===== src/rtl/hdlc_datalink_pkg.sv =====
/*
  constants, register map and types of the hdlc data-link transmitter and receiver.
  assumes a single 25 mhz clock and a classic wishbone slave port.
*/
`default_nettype none
package hdlc_datalink_pkg;
  localparam logic [7:0] OFF_TX_CFG = 8'h00;
  localparam logic [7:0] OFF_TX_STAT = 8'h04;
  localparam logic [7:0] OFF_TX_DATA = 8'h08;
  localparam logic [7:0] OFF_RX_CFG = 8'h0c;
  localparam logic [7:0] OFF_RX_INT = 8'h10;
  localparam logic [7:0] OFF_RX_DATA = 8'h14;
  localparam logic [7:0] OFF_RX_STAT = 8'h18;
  localparam logic [7:0] OFF_LINK_OPT = 8'h1c;
  // transmit configuration bits
  localparam int TXC_EN = 0;
  localparam int TXC_CRC = 1;
  localparam int TXC_TX_IRQ_ENABLE = 2;
  localparam int TXC_EOM = 3;
  // transmit status bits
  localparam int TXS_INT = 0;
  localparam int TXS_UDR = 1;
  // receive configuration bits
  localparam int RXC_EN = 0;
  localparam int RXC_RESTART = 1;
  localparam int RXC_LVL_LO = 2;
  // receive status bits
  localparam int RXS_FE = 0;
  localparam int RXS_OVR = 1;
  localparam int RXS_FLG = 2;
  localparam int RXS_EOM = 3;
  localparam int RXS_CRC = 4;
  localparam int RXS_NVB_LO = 5;
  // link option bits
  localparam int OPT_TX_DMA = 0;
  localparam int OPT_TX_FRAC = 1;
  localparam int OPT_TX_REQ_IRQ = 2;
  localparam int OPT_TX_EXC_IRQ = 3;
  localparam int OPT_RX_REQ_IRQ = 4;
  localparam int OPT_RX_DMA = 5;
  localparam logic [3:0] TX_CFG_RST = 4'h0;
  localparam logic [5:0] LINK_OPT_RST = 6'h00;
  localparam logic [1:0] RX_LVL_RST = 2'h0;
  localparam logic [7:0] FLAG_SEQ = 8'h7e;
  localparam logic [7:0] ABORT_SEQ = 8'hfe;
  localparam logic [15:0] CRC_INIT = 16'hffff;
  localparam logic [15:0] CRC_POLY = 16'h8408;
  localparam logic [15:0] CRC_GOOD = 16'hf0b8;
  localparam logic [2:0] ONES_STUFF = 3'h5;
  localparam logic [2:0] ONES_ABORT = 3'h6;
  localparam logic [2:0] ONES_MAX = 3'h7;
  localparam logic [2:0] BIT_LAST = 3'h7;
  localparam logic [2:0] DLY_FULL = 3'h7;
  localparam int FIFO_AW = 4;
  localparam logic [4:0] FIFO_DEPTH = 5'h10;
  localparam int BIT_DIV_DEFAULT = 6250;
  typedef struct packed {
    logic [7:0] data;
    logic end_of_message;
    logic flag_present;
    logic crc_ok;
    logic [2:0] nvb;
  } rx_entry_t;
  typedef enum logic [2:0] {TX_OFF, TX_FLAG, TX_DATA, TX_FCS, TX_ABORT} tx_state_t;
  typedef enum logic {RX_HUNT, RX_ACTIVE} rx_state_t;
endpackage : hdlc_datalink_pkg
`default_nettype wire


===== src/rtl/hdlc_datalink_tx_rx.sv =====
/*
  hdlc data-link transmitter and receiver with a wishbone register port.
  assumes rx_line is synchronous to clk and one line bit per bit_div cycles.
*/
// The implementer's own choices: the Wishbone slave port and the register offsets.
`default_nettype none
module hdlc_datalink_tx_rx #(
  parameter int BIT_DIV = hdlc_datalink_pkg::BIT_DIV_DEFAULT
) (
  input wire logic clk,
  input wire logic rst_n,
  input wire logic wb_cyc_i,
  input wire logic wb_stb_i,
  input wire logic wb_we_i,
  input wire logic [7:0] wb_adr_i,
  input wire logic [3:0] wb_sel_i,
  input wire logic [31:0] wb_dat_i,
  output logic [31:0] wb_dat_o,
  output logic wb_ack_o,
  input wire logic rx_line,
  output logic tx_line,
  output logic tx_link_service_req,
  output logic tx_link_exception,
  output logic rx_link_service_req,
  output logic rx_link_end_event,
  output logic shared_irq_n
);
  // bit rate enable
  logic [15:0] div_q;
  wire bit_tick = div_q == 16'(BIT_DIV - 1);

  // register bus decode
  wire req = wb_cyc_i && wb_stb_i && !wb_ack_o;
  wire wr = req && wb_we_i && wb_sel_i[0];
  wire rd = req && !wb_we_i;
  wire hit_txcfg = wb_adr_i == hdlc_datalink_pkg::OFF_TX_CFG;
  wire hit_txstat = wb_adr_i == hdlc_datalink_pkg::OFF_TX_STAT;
  wire hit_txdata = wb_adr_i == hdlc_datalink_pkg::OFF_TX_DATA;
  wire hit_rxcfg = wb_adr_i == hdlc_datalink_pkg::OFF_RX_CFG;
  wire hit_rxint = wb_adr_i == hdlc_datalink_pkg::OFF_RX_INT;
  wire hit_rxdata = wb_adr_i == hdlc_datalink_pkg::OFF_RX_DATA;
  wire hit_rxstat = wb_adr_i == hdlc_datalink_pkg::OFF_RX_STAT;
  wire hit_opt = wb_adr_i == hdlc_datalink_pkg::OFF_LINK_OPT;

  // control registers
  logic [3:0] tx_cfg_q;
  logic [5:0] opt_q;
  logic rx_en_q;
  logic [1:0] rx_lvl_q;
  wire tx_en = tx_cfg_q[hdlc_datalink_pkg::TXC_EN];
  wire crc_en = tx_cfg_q[hdlc_datalink_pkg::TXC_CRC];
  wire tx_tx_irq_enable = tx_cfg_q[hdlc_datalink_pkg::TXC_TX_IRQ_ENABLE];
  wire eom_q = tx_cfg_q[hdlc_datalink_pkg::TXC_EOM];
  wire rx_restart = wr && hit_rxcfg && wb_dat_i[hdlc_datalink_pkg::RXC_RESTART];

  // transmitter
  hdlc_datalink_pkg::tx_state_t tx_st_q, tx_st_d;
  logic [7:0] tx_sr_q, tx_sr_d, txd_q;
  logic [2:0] tx_bit_q, tx_bit_d, tx_ones_q, tx_ones_d;
  logic tx_hi_q, tx_hi_d, tx_line_d, txd_full_q, udr_q;
  logic tx_load, tx_close, tx_underrun;
  logic [15:0] tx_crc_q, tx_crc_next;
  wire tx_stuffing = tx_st_q == hdlc_datalink_pkg::TX_DATA || tx_st_q == hdlc_datalink_pkg::TX_FCS;
  wire tx_stuff = tx_ones_q == hdlc_datalink_pkg::ONES_STUFF;
  wire tx_shift = bit_tick && tx_en && tx_st_q != hdlc_datalink_pkg::TX_OFF && !tx_stuff;
  wire tx_int = tx_en && !txd_full_q;

  crc_ccitt u_tx_crc (
    .clk(clk),
    .rst_n(rst_n),
    .init(tx_load && tx_st_q == hdlc_datalink_pkg::TX_FLAG),
    .en(tx_shift && tx_st_q == hdlc_datalink_pkg::TX_DATA),
    .bit_in(tx_sr_q[0]),
    .crc_q(tx_crc_q),
    .crc_next(tx_crc_next)
  );

  always_comb
  begin
    tx_st_d = tx_st_q;
    tx_sr_d = tx_sr_q;
    tx_bit_d = tx_bit_q;
    tx_ones_d = tx_ones_q;
    tx_hi_d = tx_hi_q;
    tx_line_d = tx_line;
    tx_load = 1'b0;
    tx_close = 1'b0;
    tx_underrun = 1'b0;
    if (!tx_en)
    begin
      tx_st_d = hdlc_datalink_pkg::TX_OFF;
      tx_ones_d = 3'h0;
      tx_line_d = 1'b1;
    end
    else if (tx_st_q == hdlc_datalink_pkg::TX_OFF)
    begin
      tx_st_d = hdlc_datalink_pkg::TX_FLAG;
      tx_sr_d = hdlc_datalink_pkg::FLAG_SEQ;
      tx_bit_d = 3'h0;
    end
    else if (bit_tick && tx_stuff)
    begin
      tx_line_d = 1'b0;
      tx_ones_d = 3'h0;
    end
    else if (tx_shift)
    begin
      tx_line_d = tx_sr_q[0];
      tx_sr_d = {1'b0, tx_sr_q[7:1]};
      tx_bit_d = tx_bit_q + 3'h1;
      tx_ones_d = (tx_stuffing && tx_sr_q[0]) ? tx_ones_q + 3'h1 : 3'h0;
      if (tx_bit_q == hdlc_datalink_pkg::BIT_LAST)
      begin
        case (tx_st_q)
          hdlc_datalink_pkg::TX_FLAG, hdlc_datalink_pkg::TX_DATA:
          begin
            if (txd_full_q)
            begin
              tx_load = 1'b1;
              tx_sr_d = txd_q;
              tx_st_d = hdlc_datalink_pkg::TX_DATA;
            end
            else if (tx_st_q == hdlc_datalink_pkg::TX_FLAG)
              tx_sr_d = hdlc_datalink_pkg::FLAG_SEQ;
            else if (eom_q && crc_en)
            begin
              tx_sr_d = ~tx_crc_next[7:0];
              tx_st_d = hdlc_datalink_pkg::TX_FCS;
              tx_hi_d = 1'b0;
            end
            else if (eom_q)
            begin
              tx_close = 1'b1;
              tx_sr_d = hdlc_datalink_pkg::FLAG_SEQ;
              tx_st_d = hdlc_datalink_pkg::TX_FLAG;
            end
            else
            begin
              tx_underrun = 1'b1;
              tx_sr_d = hdlc_datalink_pkg::ABORT_SEQ;
              tx_st_d = hdlc_datalink_pkg::TX_ABORT;
            end
          end
          hdlc_datalink_pkg::TX_FCS:
          begin
            if (!tx_hi_q)
            begin
              tx_sr_d = ~tx_crc_q[15:8];
              tx_hi_d = 1'b1;
            end
            else
            begin
              tx_close = 1'b1;
              tx_sr_d = hdlc_datalink_pkg::FLAG_SEQ;
              tx_st_d = hdlc_datalink_pkg::TX_FLAG;
            end
          end
          hdlc_datalink_pkg::TX_ABORT:
          begin
            tx_sr_d = hdlc_datalink_pkg::FLAG_SEQ;
            tx_st_d = hdlc_datalink_pkg::TX_FLAG;
          end
          default:
            tx_st_d = hdlc_datalink_pkg::TX_FLAG;
        endcase
      end
    end
  end

  // receiver
  hdlc_datalink_pkg::rx_state_t rx_st_q;
  logic [7:0] rw_q, acc_q, pend_q;
  logic [6:0] dly_q;
  logic [2:0] r_ones_q, dcnt_q, acnt_q;
  logic pend_v_q, inf_q, ovr_q, end_q, avail_q;
  hdlc_datalink_pkg::rx_entry_t stat_q, head_q, push_e;
  logic [4:0] count_q;
  logic [15:0] rx_crc_q, rx_crc_next;
  wire rx_run = bit_tick && rx_en_q && !ovr_q;
  wire rx_active = rx_st_q == hdlc_datalink_pkg::RX_ACTIVE;
  wire [7:0] rw_n = {rx_line, rw_q[7:1]};
  wire flag_hit = rx_run && rw_n == hdlc_datalink_pkg::FLAG_SEQ;
  wire abort_hit = rx_run && rx_line && r_ones_q == hdlc_datalink_pkg::ONES_ABORT;
  wire stuffed = !rx_line && r_ones_q == hdlc_datalink_pkg::ONES_STUFF;
  wire real_bit = rx_run && rx_active && !flag_hit && !abort_hit && !stuffed
    && dcnt_q == hdlc_datalink_pkg::DLY_FULL;
  wire byte_done = real_bit && acnt_q == hdlc_datalink_pkg::BIT_LAST;
  wire [7:0] acc_n = {dly_q[0], acc_q[7:1]};
  wire end_push = (flag_hit || abort_hit) && rx_active && inf_q;
  wire dummy_push = flag_hit && !rx_active;
  wire push = (byte_done && pend_v_q) || end_push || dummy_push;
  wire overrun = push && count_q == hdlc_datalink_pkg::FIFO_DEPTH;
  wire rx_clear = flag_hit || abort_hit || rx_restart || !rx_en_q || overrun;
  wire pop = rd && hit_rxdata && avail_q;
  wire stat_rd = rd && hit_rxstat;
  wire [4:0] rx_lvl = {3'h0, rx_lvl_q} + 5'h01;
  wire rx_int = count_q >= rx_lvl;

  assign push_e.data = byte_done ? pend_q : ((pend_v_q && !dummy_push) ? pend_q : acc_q);
  assign push_e.end_of_message = !byte_done;
  assign push_e.flag_present = !abort_hit;
  assign push_e.crc_ok = flag_hit && rx_active && rx_crc_q == hdlc_datalink_pkg::CRC_GOOD;
  assign push_e.nvb = (end_push && !pend_v_q) ? acnt_q : 3'h0;

  crc_ccitt u_rx_crc (
    .clk(clk),
    .rst_n(rst_n),
    .init(flag_hit),
    .en(real_bit),
    .bit_in(dly_q[0]),
    .crc_q(rx_crc_q),
    .crc_next(rx_crc_next)
  );

  rx_fifo_mem u_fifo (
    .clk(clk),
    .rst_n(rst_n),
    .flush(overrun),
    .push(push && !overrun),
    .wdata(push_e),
    .pop(pop),
    .rdata_q(head_q),
    .count_q(count_q)
  );

  // read data selection
  wire [7:0] rx_stat_v = {stat_q.nvb, stat_q.crc_ok, stat_q.end_of_message, stat_q.flag_present, ovr_q, !avail_q};
  wire [7:0] rd_val =
    hit_txcfg ? {4'h0, tx_cfg_q} :
    hit_txstat ? {6'h00, udr_q, tx_int} :
    hit_rxcfg ? {4'h0, rx_lvl_q, 1'b0, rx_en_q} :
    hit_rxint ? {7'h00, rx_int} :
    hit_rxdata ? (avail_q ? head_q.data : 8'h00) :
    hit_rxstat ? rx_stat_v :
    hit_opt ? {2'h0, opt_q} : 8'h00;
  wire irq_any = (tx_int && tx_tx_irq_enable && opt_q[hdlc_datalink_pkg::OPT_TX_REQ_IRQ])
    || (udr_q && opt_q[hdlc_datalink_pkg::OPT_TX_EXC_IRQ])
    || (rx_int && opt_q[hdlc_datalink_pkg::OPT_RX_REQ_IRQ]);

  always_ff @(posedge clk)
  begin
    if (!rst_n)
    begin
      div_q <= 16'h0000;
      wb_ack_o <= 1'b0;
      wb_dat_o <= 32'h0000_0000;
      tx_cfg_q <= hdlc_datalink_pkg::TX_CFG_RST;
      opt_q <= hdlc_datalink_pkg::LINK_OPT_RST;
      rx_en_q <= 1'b0;
      rx_lvl_q <= hdlc_datalink_pkg::RX_LVL_RST;
      shared_irq_n <= 1'b1;
    end
    else
    begin
      div_q <= bit_tick ? 16'h0000 : div_q + 16'h0001;
      wb_ack_o <= req;
      wb_dat_o <= rd ? {24'h00_0000, rd_val} : 32'h0000_0000;
      if (wr && hit_txcfg)
        tx_cfg_q <= wb_dat_i[3:0];
      else if (tx_close)
        tx_cfg_q[hdlc_datalink_pkg::TXC_EOM] <= 1'b0;
      if (wr && hit_opt)
        opt_q <= wb_dat_i[5:0];
      if (wr && hit_rxcfg)
      begin
        rx_en_q <= wb_dat_i[hdlc_datalink_pkg::RXC_EN];
        rx_lvl_q <= wb_dat_i[hdlc_datalink_pkg::RXC_LVL_LO +: 2];
      end
      shared_irq_n <= !irq_any;
    end
  end

  always_ff @(posedge clk)
  begin
    if (!rst_n)
    begin
      tx_st_q <= hdlc_datalink_pkg::TX_OFF;
      tx_sr_q <= 8'hff;
      tx_bit_q <= 3'h0;
      tx_ones_q <= 3'h0;
      tx_hi_q <= 1'b0;
      tx_line <= 1'b1;
      txd_q <= 8'h00;
      txd_full_q <= 1'b0;
      udr_q <= 1'b0;
      tx_link_service_req <= 1'b0;
      tx_link_exception <= 1'b0;
    end
    else
    begin
      tx_st_q <= tx_st_d;
      tx_sr_q <= tx_sr_d;
      tx_bit_q <= tx_bit_d;
      tx_ones_q <= tx_ones_d;
      tx_hi_q <= tx_hi_d;
      tx_line <= tx_line_d;
      if (wr && hit_txdata)
        txd_q <= wb_dat_i[7:0];
      txd_full_q <= (wr && hit_txdata) || (txd_full_q && !tx_load && tx_en);
      udr_q <= tx_underrun || (udr_q && !(wr && hit_txstat
        && !wb_dat_i[hdlc_datalink_pkg::TXS_UDR]));
      tx_link_service_req <= tx_int && tx_tx_irq_enable;
      tx_link_exception <= tx_underrun || (udr_q && !(wr && hit_txstat
        && !wb_dat_i[hdlc_datalink_pkg::TXS_UDR]));
    end
  end

  always_ff @(posedge clk)
  begin
    if (!rst_n)
    begin
      rx_st_q <= hdlc_datalink_pkg::RX_HUNT;
      rw_q <= 8'hff;
      r_ones_q <= 3'h0;
      dly_q <= 7'h00;
      dcnt_q <= 3'h0;
      acc_q <= 8'h00;
      acnt_q <= 3'h0;
      pend_q <= 8'h00;
      pend_v_q <= 1'b0;
      inf_q <= 1'b0;
      ovr_q <= 1'b0;
      end_q <= 1'b0;
      avail_q <= 1'b0;
      stat_q <= '0;
      rx_link_service_req <= 1'b0;
      rx_link_end_event <= 1'b0;
    end
    else
    begin
      if (rx_run)
      begin
        rw_q <= rw_n;
        r_ones_q <= !rx_line ? 3'h0 : (r_ones_q == hdlc_datalink_pkg::ONES_MAX)
          ? r_ones_q : r_ones_q + 3'h1;
      end
      if (rx_run && !stuffed)
      begin
        dly_q <= {rx_line, dly_q[6:1]};
        dcnt_q <= (dcnt_q == hdlc_datalink_pkg::DLY_FULL) ? dcnt_q : dcnt_q + 3'h1;
      end
      if (real_bit)
      begin
        acc_q <= acc_n;
        acnt_q <= acnt_q + 3'h1;
        inf_q <= 1'b1;
      end
      if (byte_done)
      begin
        pend_q <= acc_n;
        pend_v_q <= 1'b1;
      end
      if (rx_clear)
      begin
        dcnt_q <= 3'h0;
        acnt_q <= 3'h0;
        pend_v_q <= 1'b0;
        inf_q <= 1'b0;
      end
      if (!rx_en_q || rx_restart || abort_hit || overrun)
        rx_st_q <= hdlc_datalink_pkg::RX_HUNT;
      else if (flag_hit)
        rx_st_q <= hdlc_datalink_pkg::RX_ACTIVE;
      if (!rx_en_q || rx_restart)
        rw_q <= 8'hff;
      ovr_q <= overrun || (ovr_q && !stat_rd);
      end_q <= overrun || (pop && head_q.end_of_message) || (end_q && !stat_rd);
      rx_link_end_event <= overrun || (pop && head_q.end_of_message) || (end_q && !stat_rd);
      avail_q <= count_q != 5'h00 && !pop && !overrun;
      if (pop)
        stat_q <= head_q;
      rx_link_service_req <= rx_en_q && rx_int;
    end
  end
endmodule : hdlc_datalink_tx_rx
`default_nettype wire


===== src/rtl/crc_ccitt.sv =====
/*
  bit-serial crc-ccitt, reflected, one bit per enable.
  assumes bits arrive first bit first and init has priority.
*/
`default_nettype none
module crc_ccitt (
  input wire logic clk,
  input wire logic rst_n,
  input wire logic init,
  input wire logic en,
  input wire logic bit_in,
  output logic [15:0] crc_q,
  output logic [15:0] crc_next
);
  assign crc_next = {1'b0, crc_q[15:1]} ^
    ((crc_q[0] ^ bit_in) ? hdlc_datalink_pkg::CRC_POLY : 16'h0000);

  always_ff @(posedge clk)
  begin
    if (!rst_n || init)
      crc_q <= hdlc_datalink_pkg::CRC_INIT;
    else if (en)
      crc_q <= crc_next;
  end
endmodule : crc_ccitt
`default_nettype wire


===== src/rtl/rx_fifo_mem.sv =====
/*
  receive fifo storage with registered head read data.
  assumes the user never pushes when full; head data lags a write by one cycle.
*/
`default_nettype none
module rx_fifo_mem (
  input wire logic clk,
  input wire logic rst_n,
  input wire logic flush,
  input wire logic push,
  input wire hdlc_datalink_pkg::rx_entry_t wdata,
  input wire logic pop,
  output hdlc_datalink_pkg::rx_entry_t rdata_q,
  output logic [4:0] count_q
);
  hdlc_datalink_pkg::rx_entry_t mem [2**hdlc_datalink_pkg::FIFO_AW];
  logic [hdlc_datalink_pkg::FIFO_AW-1:0] wptr_q;
  logic [hdlc_datalink_pkg::FIFO_AW-1:0] rptr_q;
  wire do_push = push && count_q != hdlc_datalink_pkg::FIFO_DEPTH;
  wire do_pop = pop && count_q != 5'h00;

  always_ff @(posedge clk)
  begin
    if (do_push)
      mem[wptr_q] <= wdata;
    rdata_q <= mem[rptr_q];
  end

  always_ff @(posedge clk)
  begin
    if (!rst_n || flush)
    begin
      wptr_q <= '0;
      rptr_q <= '0;
      count_q <= 5'h00;
    end
    else
    begin
      wptr_q <= wptr_q + {3'h0, do_push};
      rptr_q <= rptr_q + {3'h0, do_pop};
      count_q <= count_q + {4'h0, do_push} - {4'h0, do_pop};
    end
  end
endmodule : rx_fifo_mem
`default_nettype wire


===== config.mk =====
export PLATFORM = sky130hd
export DESIGN_NAME = hdlc_datalink_tx_rx
export DESIGN_NICKNAME = d
export VERILOG_FILES = /design/src/rtl/hdlc_datalink_pkg.sv /design/src/rtl/hdlc_datalink_tx_rx.sv /design/src/rtl/crc_ccitt.sv /design/src/rtl/rx_fifo_mem.sv
export SDC_FILE = /design/constraint.sdc
export NUM_CORES = 1
export LEC_CHECK = 0
export BUFFER_PORTS_ARGS = -buffer_cell sky130_fd_sc_hd__buf_2
export CAP_MARGIN = 30
export CORE_MARGIN = 4
export CORE_UTILIZATION = 48
export CTS_CLUSTER_DIAMETER = 100
export DETAILED_ROUTE_END_ITERATION = 10
export GPL_TIMING_DRIVEN = 0
export HOLD_SLACK_MARGIN = 0.15
export PLACE_DENSITY_LB_ADDON = 0.25
export SLEW_MARGIN = 30
export SYNTH_ARGS = -nofsm -noshare
export SYNTH_HDL_FRONTEND = slang
export SYNTH_SLANG_ARGS = --single-unit

===== constraint.sdc =====
create_clock -name clk -period 5.6 [get_ports clk]
set_input_delay 0 -clock clk [delete_from_list [all_inputs] [get_ports clk]]
set_output_delay 0 -clock clk [all_outputs]
set_load 0.02 [all_outputs]

==> reports/qor.csv <==
stage,metric,value,unit
drt,highest_layer,met4,
drt,drc_errors,0,
logic_synthesis,synth_top_cell_area_share,39.9,%
timing,fin_skew,0.0159,ns
clock_network,htree_levels,2,
clock_network,cts_buffers,43,
clock_network,cts_root_buffer,clkbuf_16,
setup_path,critPathSlowestCell,nor4_2,
grt,grt_pass1_vias,10800,
layout,area_growth,15.9,%
logic_synthesis,synth_top_cell_by_area,edfxtp_1,
grt,grt-ovfl-total,0,
placement,port_buffers,35,
drt,wl_met1,16.7,mm
clock_network,clk_latency,0.54,ns
clock_network,cts_hold_buf,19,
logic_synthesis,ys_ff_latch,404,
setup_path,crit_type,register to register,
clock_network,post_cts_resized,0,
grt,grt_pass1_wl,62.4,mm
drt,firstDrtPassIters,5,
floorplan,die_area,0.0382,sq mm
placement,hpwl,27.8,mm
setup_path,critPathLaunchType,register,
floorplan,start_util,48.7,%
run,drv_cap,0,
pwr,peakVddDrop,0.298,mV
layout,diodes,0,
drt,route.vias.total,11100,
layout,drive_gt1_share,20.0,%
pwr,p_leak,6.34,nW
clock_network,postCtsSetupRepairBufs,0,
timing,timing.setup.tns,0,ns
timing,worst_pin_slew,0.930,ns
timing,max_clock_freq,270,MHz
logic_synthesis,synth-async-reset-ratio,0,%
placement,gp_congestion,0.924,
drt,met3_length,3.10,mm
timing,period_needed,3.71,ns
layout,nets,1532,
setup_path,endpoint_kind,register,
logic_synthesis,netlist_instances,1288,
floorplan,fp.dieW,195,um
setup_path,cp_data_required_time,5.84,ns
layout,fin_util,56.5,%
run_status,outcome,"finished, final reports clean",
grt,antenna_found_initial,1,
setup_path,cp_top_family,simple AND/OR/NAND/NOR gates,
drt,ant_nets,0,
timing,hold_viol,0,
timing,slew_headroom,38.0,%
clock_network,cts_buffer_depth,3,
layout,final_common_cell,edfxtp_1,
pwr,power.density,299,mW/mm^2
layout,mostFrequentLayoutCells,"edfxtp_1, dfxtp_1, nand2_1",
timing,timing.final.crit_share,66.3,%
logic_synthesis,ys_types,78,
floorplan,boundaryPins,89,
floorplan,die_y,195,um
floorplan,rows,68,
logic_synthesis,synth_edf_count,224,
timing,final.setup.worst_slack,1.89,ns
drt,routedWlPerCell,20.6,um
grt,grt_max_degree,17,
drt,routed_wl,39.8,mm
setup_path,crit_chain,ha_1 > nor3b_1 > nand4_2 > nor4_2 > o21ai_2 > nor4_2 > buf_4 > buf_2 > buf_2,
setup_path,slowest_delay,0.66,ns
placement,dp_slack,1.89,ns
setup_path,critPathBufInv,3,
clock_network,cts.reportedPaths.clkPinSlew,0.06,ns
floorplan,coreArea,0.0346,sq mm
clock_network,cts_sinks,404,
drt,dr_wl_met2,18.8,mm
timing,rsz0062_at_grt,no,
logic_synthesis,syn_avg_cell_area,13.1,sq um
timing,setup_viol,0,
grt,track_usage,20.7,%
setup_path,worstPathArrival,3.95,ns
timing,finalMaxSlewViolations,0,
drt,drtIter0Drc,944,
logic_synthesis,synth_area,0.0169,sq mm
logic_synthesis,yosysSeqAreaShare,61.2,%
logic_synthesis,yosys_warnings,0,
logic_synthesis,synthFlopType,edfxtp_1,
hold_path,hold_path_class,input port to register,
clock_network,cts_tree,built,
drt,routed_via_density,5.74,
setup_path,crit_fanout,7,
logic_synthesis,synth_area_leaders,"edfxtp_1, dfxtp_1, mux4_2",
## routing by layer
layer,global-route usage [%],vias up
li1,-,5076
met1,28.9,5451
met4,6.36,0
met5,0,-
met2,33.2,482
met3,3.92,77
## flip-flops by register name (all words and copies together), names as in the netlist, 5 cells and up
signal and flops:
u_rx_crc.crc_q 16, acc_q 8, rx_stat_v 6, pend_q 8
u_fifo.rdata_q 14, u_fifo.count_q 5, tx_sr_q 8, u_fifo.mem 224
rw_q 7, wb_dat_o 8, div_q 16, txd_q 8
dly_q 7, opt_q 6, u_tx_crc.crc_q 16
## logic make-up after synthesis
logic type | after synthesis | synth area share, %
AND/OR/NAND/NOR | 445 | 13.4
multiplexers | 115 | 12.3
adder cells (fa/ha/maj) | 31 | 2.34
AO/OA/AOI/OAI | 145 | 5.76
buffers and inverters | 117 | 3.40
XOR/XNOR | 30 | 1.56
other | 1 | 0.0222
flip-flops | 404 | 61.2
## worst register-to-register path: stages (launching register included)
cell     delay (ns)
dfxtp_1        0.41
ha_1           0.19
nor3b_1        0.38
nand4_2        0.38
nor4_2         0.46
o21ai_2        0.23
nor4_2         0.66
buf_4          0.28
buf_2          0.22
buf_2          0.22
## synth_stat cells, types with 4 or more instances
master	instances
a211oi_1	5
a31oi_1	4
nor4_1	13
a22oi_1	6
or4_1	8
mux2_2	4
o211ai_1	7
nand4_1	8
a221oi_1	7
and4_1	4
nand3b_1	5
and2_1	9
o31ai_1	6
buf_2	13
nor3_2	4
nor3_1	37
o32ai_1	6
nand2b_1	10
buf_4	25
mux2_4	8
nor3b_1	9
nor2b_1	5
xor2_1	13
nor2_1	83
nand3_1	56
edfxtp_1	224
a21oi_1	56
mux4_2	70
nand2_1	159
dfxtp_1	180
clkbuf_1	40
or3_1	4
ha_1	30
xnor2_1	17
o21ai_0	23
and3_1	8
mux2i_1	33
buf_1	5
inv_1	29
## power by group
group | internal, mW | switching [mW] | total, mW
Clock | 1.55 | 1.09 | 2.65
Combinational | 0.0371 | 0.0616 | 0.0986
Sequential | 3.10 | 0.00217 | 3.10
## layout make-up
| cell class | instances | area, sq um |
|---|---|---|
| Multi-Input combinational cell | 790 | 6150 |
| Tap cell | 455 | 569 |
| Clock buffer | 56 | 1130 |
| Timing Repair Buffer | 95 | 644 |
| Sequential cell | 404 | 10300 |
| Clock inverter | 15 | 148 |
| Buffer | 87 | 463 |
| Fill cell | 2827 | 15100 |
| Inverter | 30 | 113 |
## through the flow
stage          cell area [sq um]  std cells  total power [mW]  hold slack, ns
3_5_place_dp               18100       1842              3.25           0.250
6_report                   19500       1932              5.84           0.203
2_1_floorplan              17000       1311              3.22           0.140
5_1_grt                    19500       1932              6.03           0.267
3_3_place_gp               17700       1801              3.25           0.242
4_1_cts                    19500       1932              5.90           0.180
## worst paths after layout
path,start,endpoint,slack [ns],depth (start not counted)
hold reg to reg,u_fifo.rdata_q[0]$_DFF_P_,rx_stat_v[5]$_SDFFE_PN0P_,0.44,2
setup / recovery,div_q[0]$_SDFF_PP0_,u_fifo.mem[6][3]$_DFFE_PP_,1.89,9
hold / removal,wb_sel_i[0],udr_q$_SDFF_PN0_,0.20,5
setup reg to reg,div_q[0]$_SDFF_PP0_,u_fifo.mem[6][3]$_DFFE_PP_,1.89,9
Power figures use the tool's default switching activity.
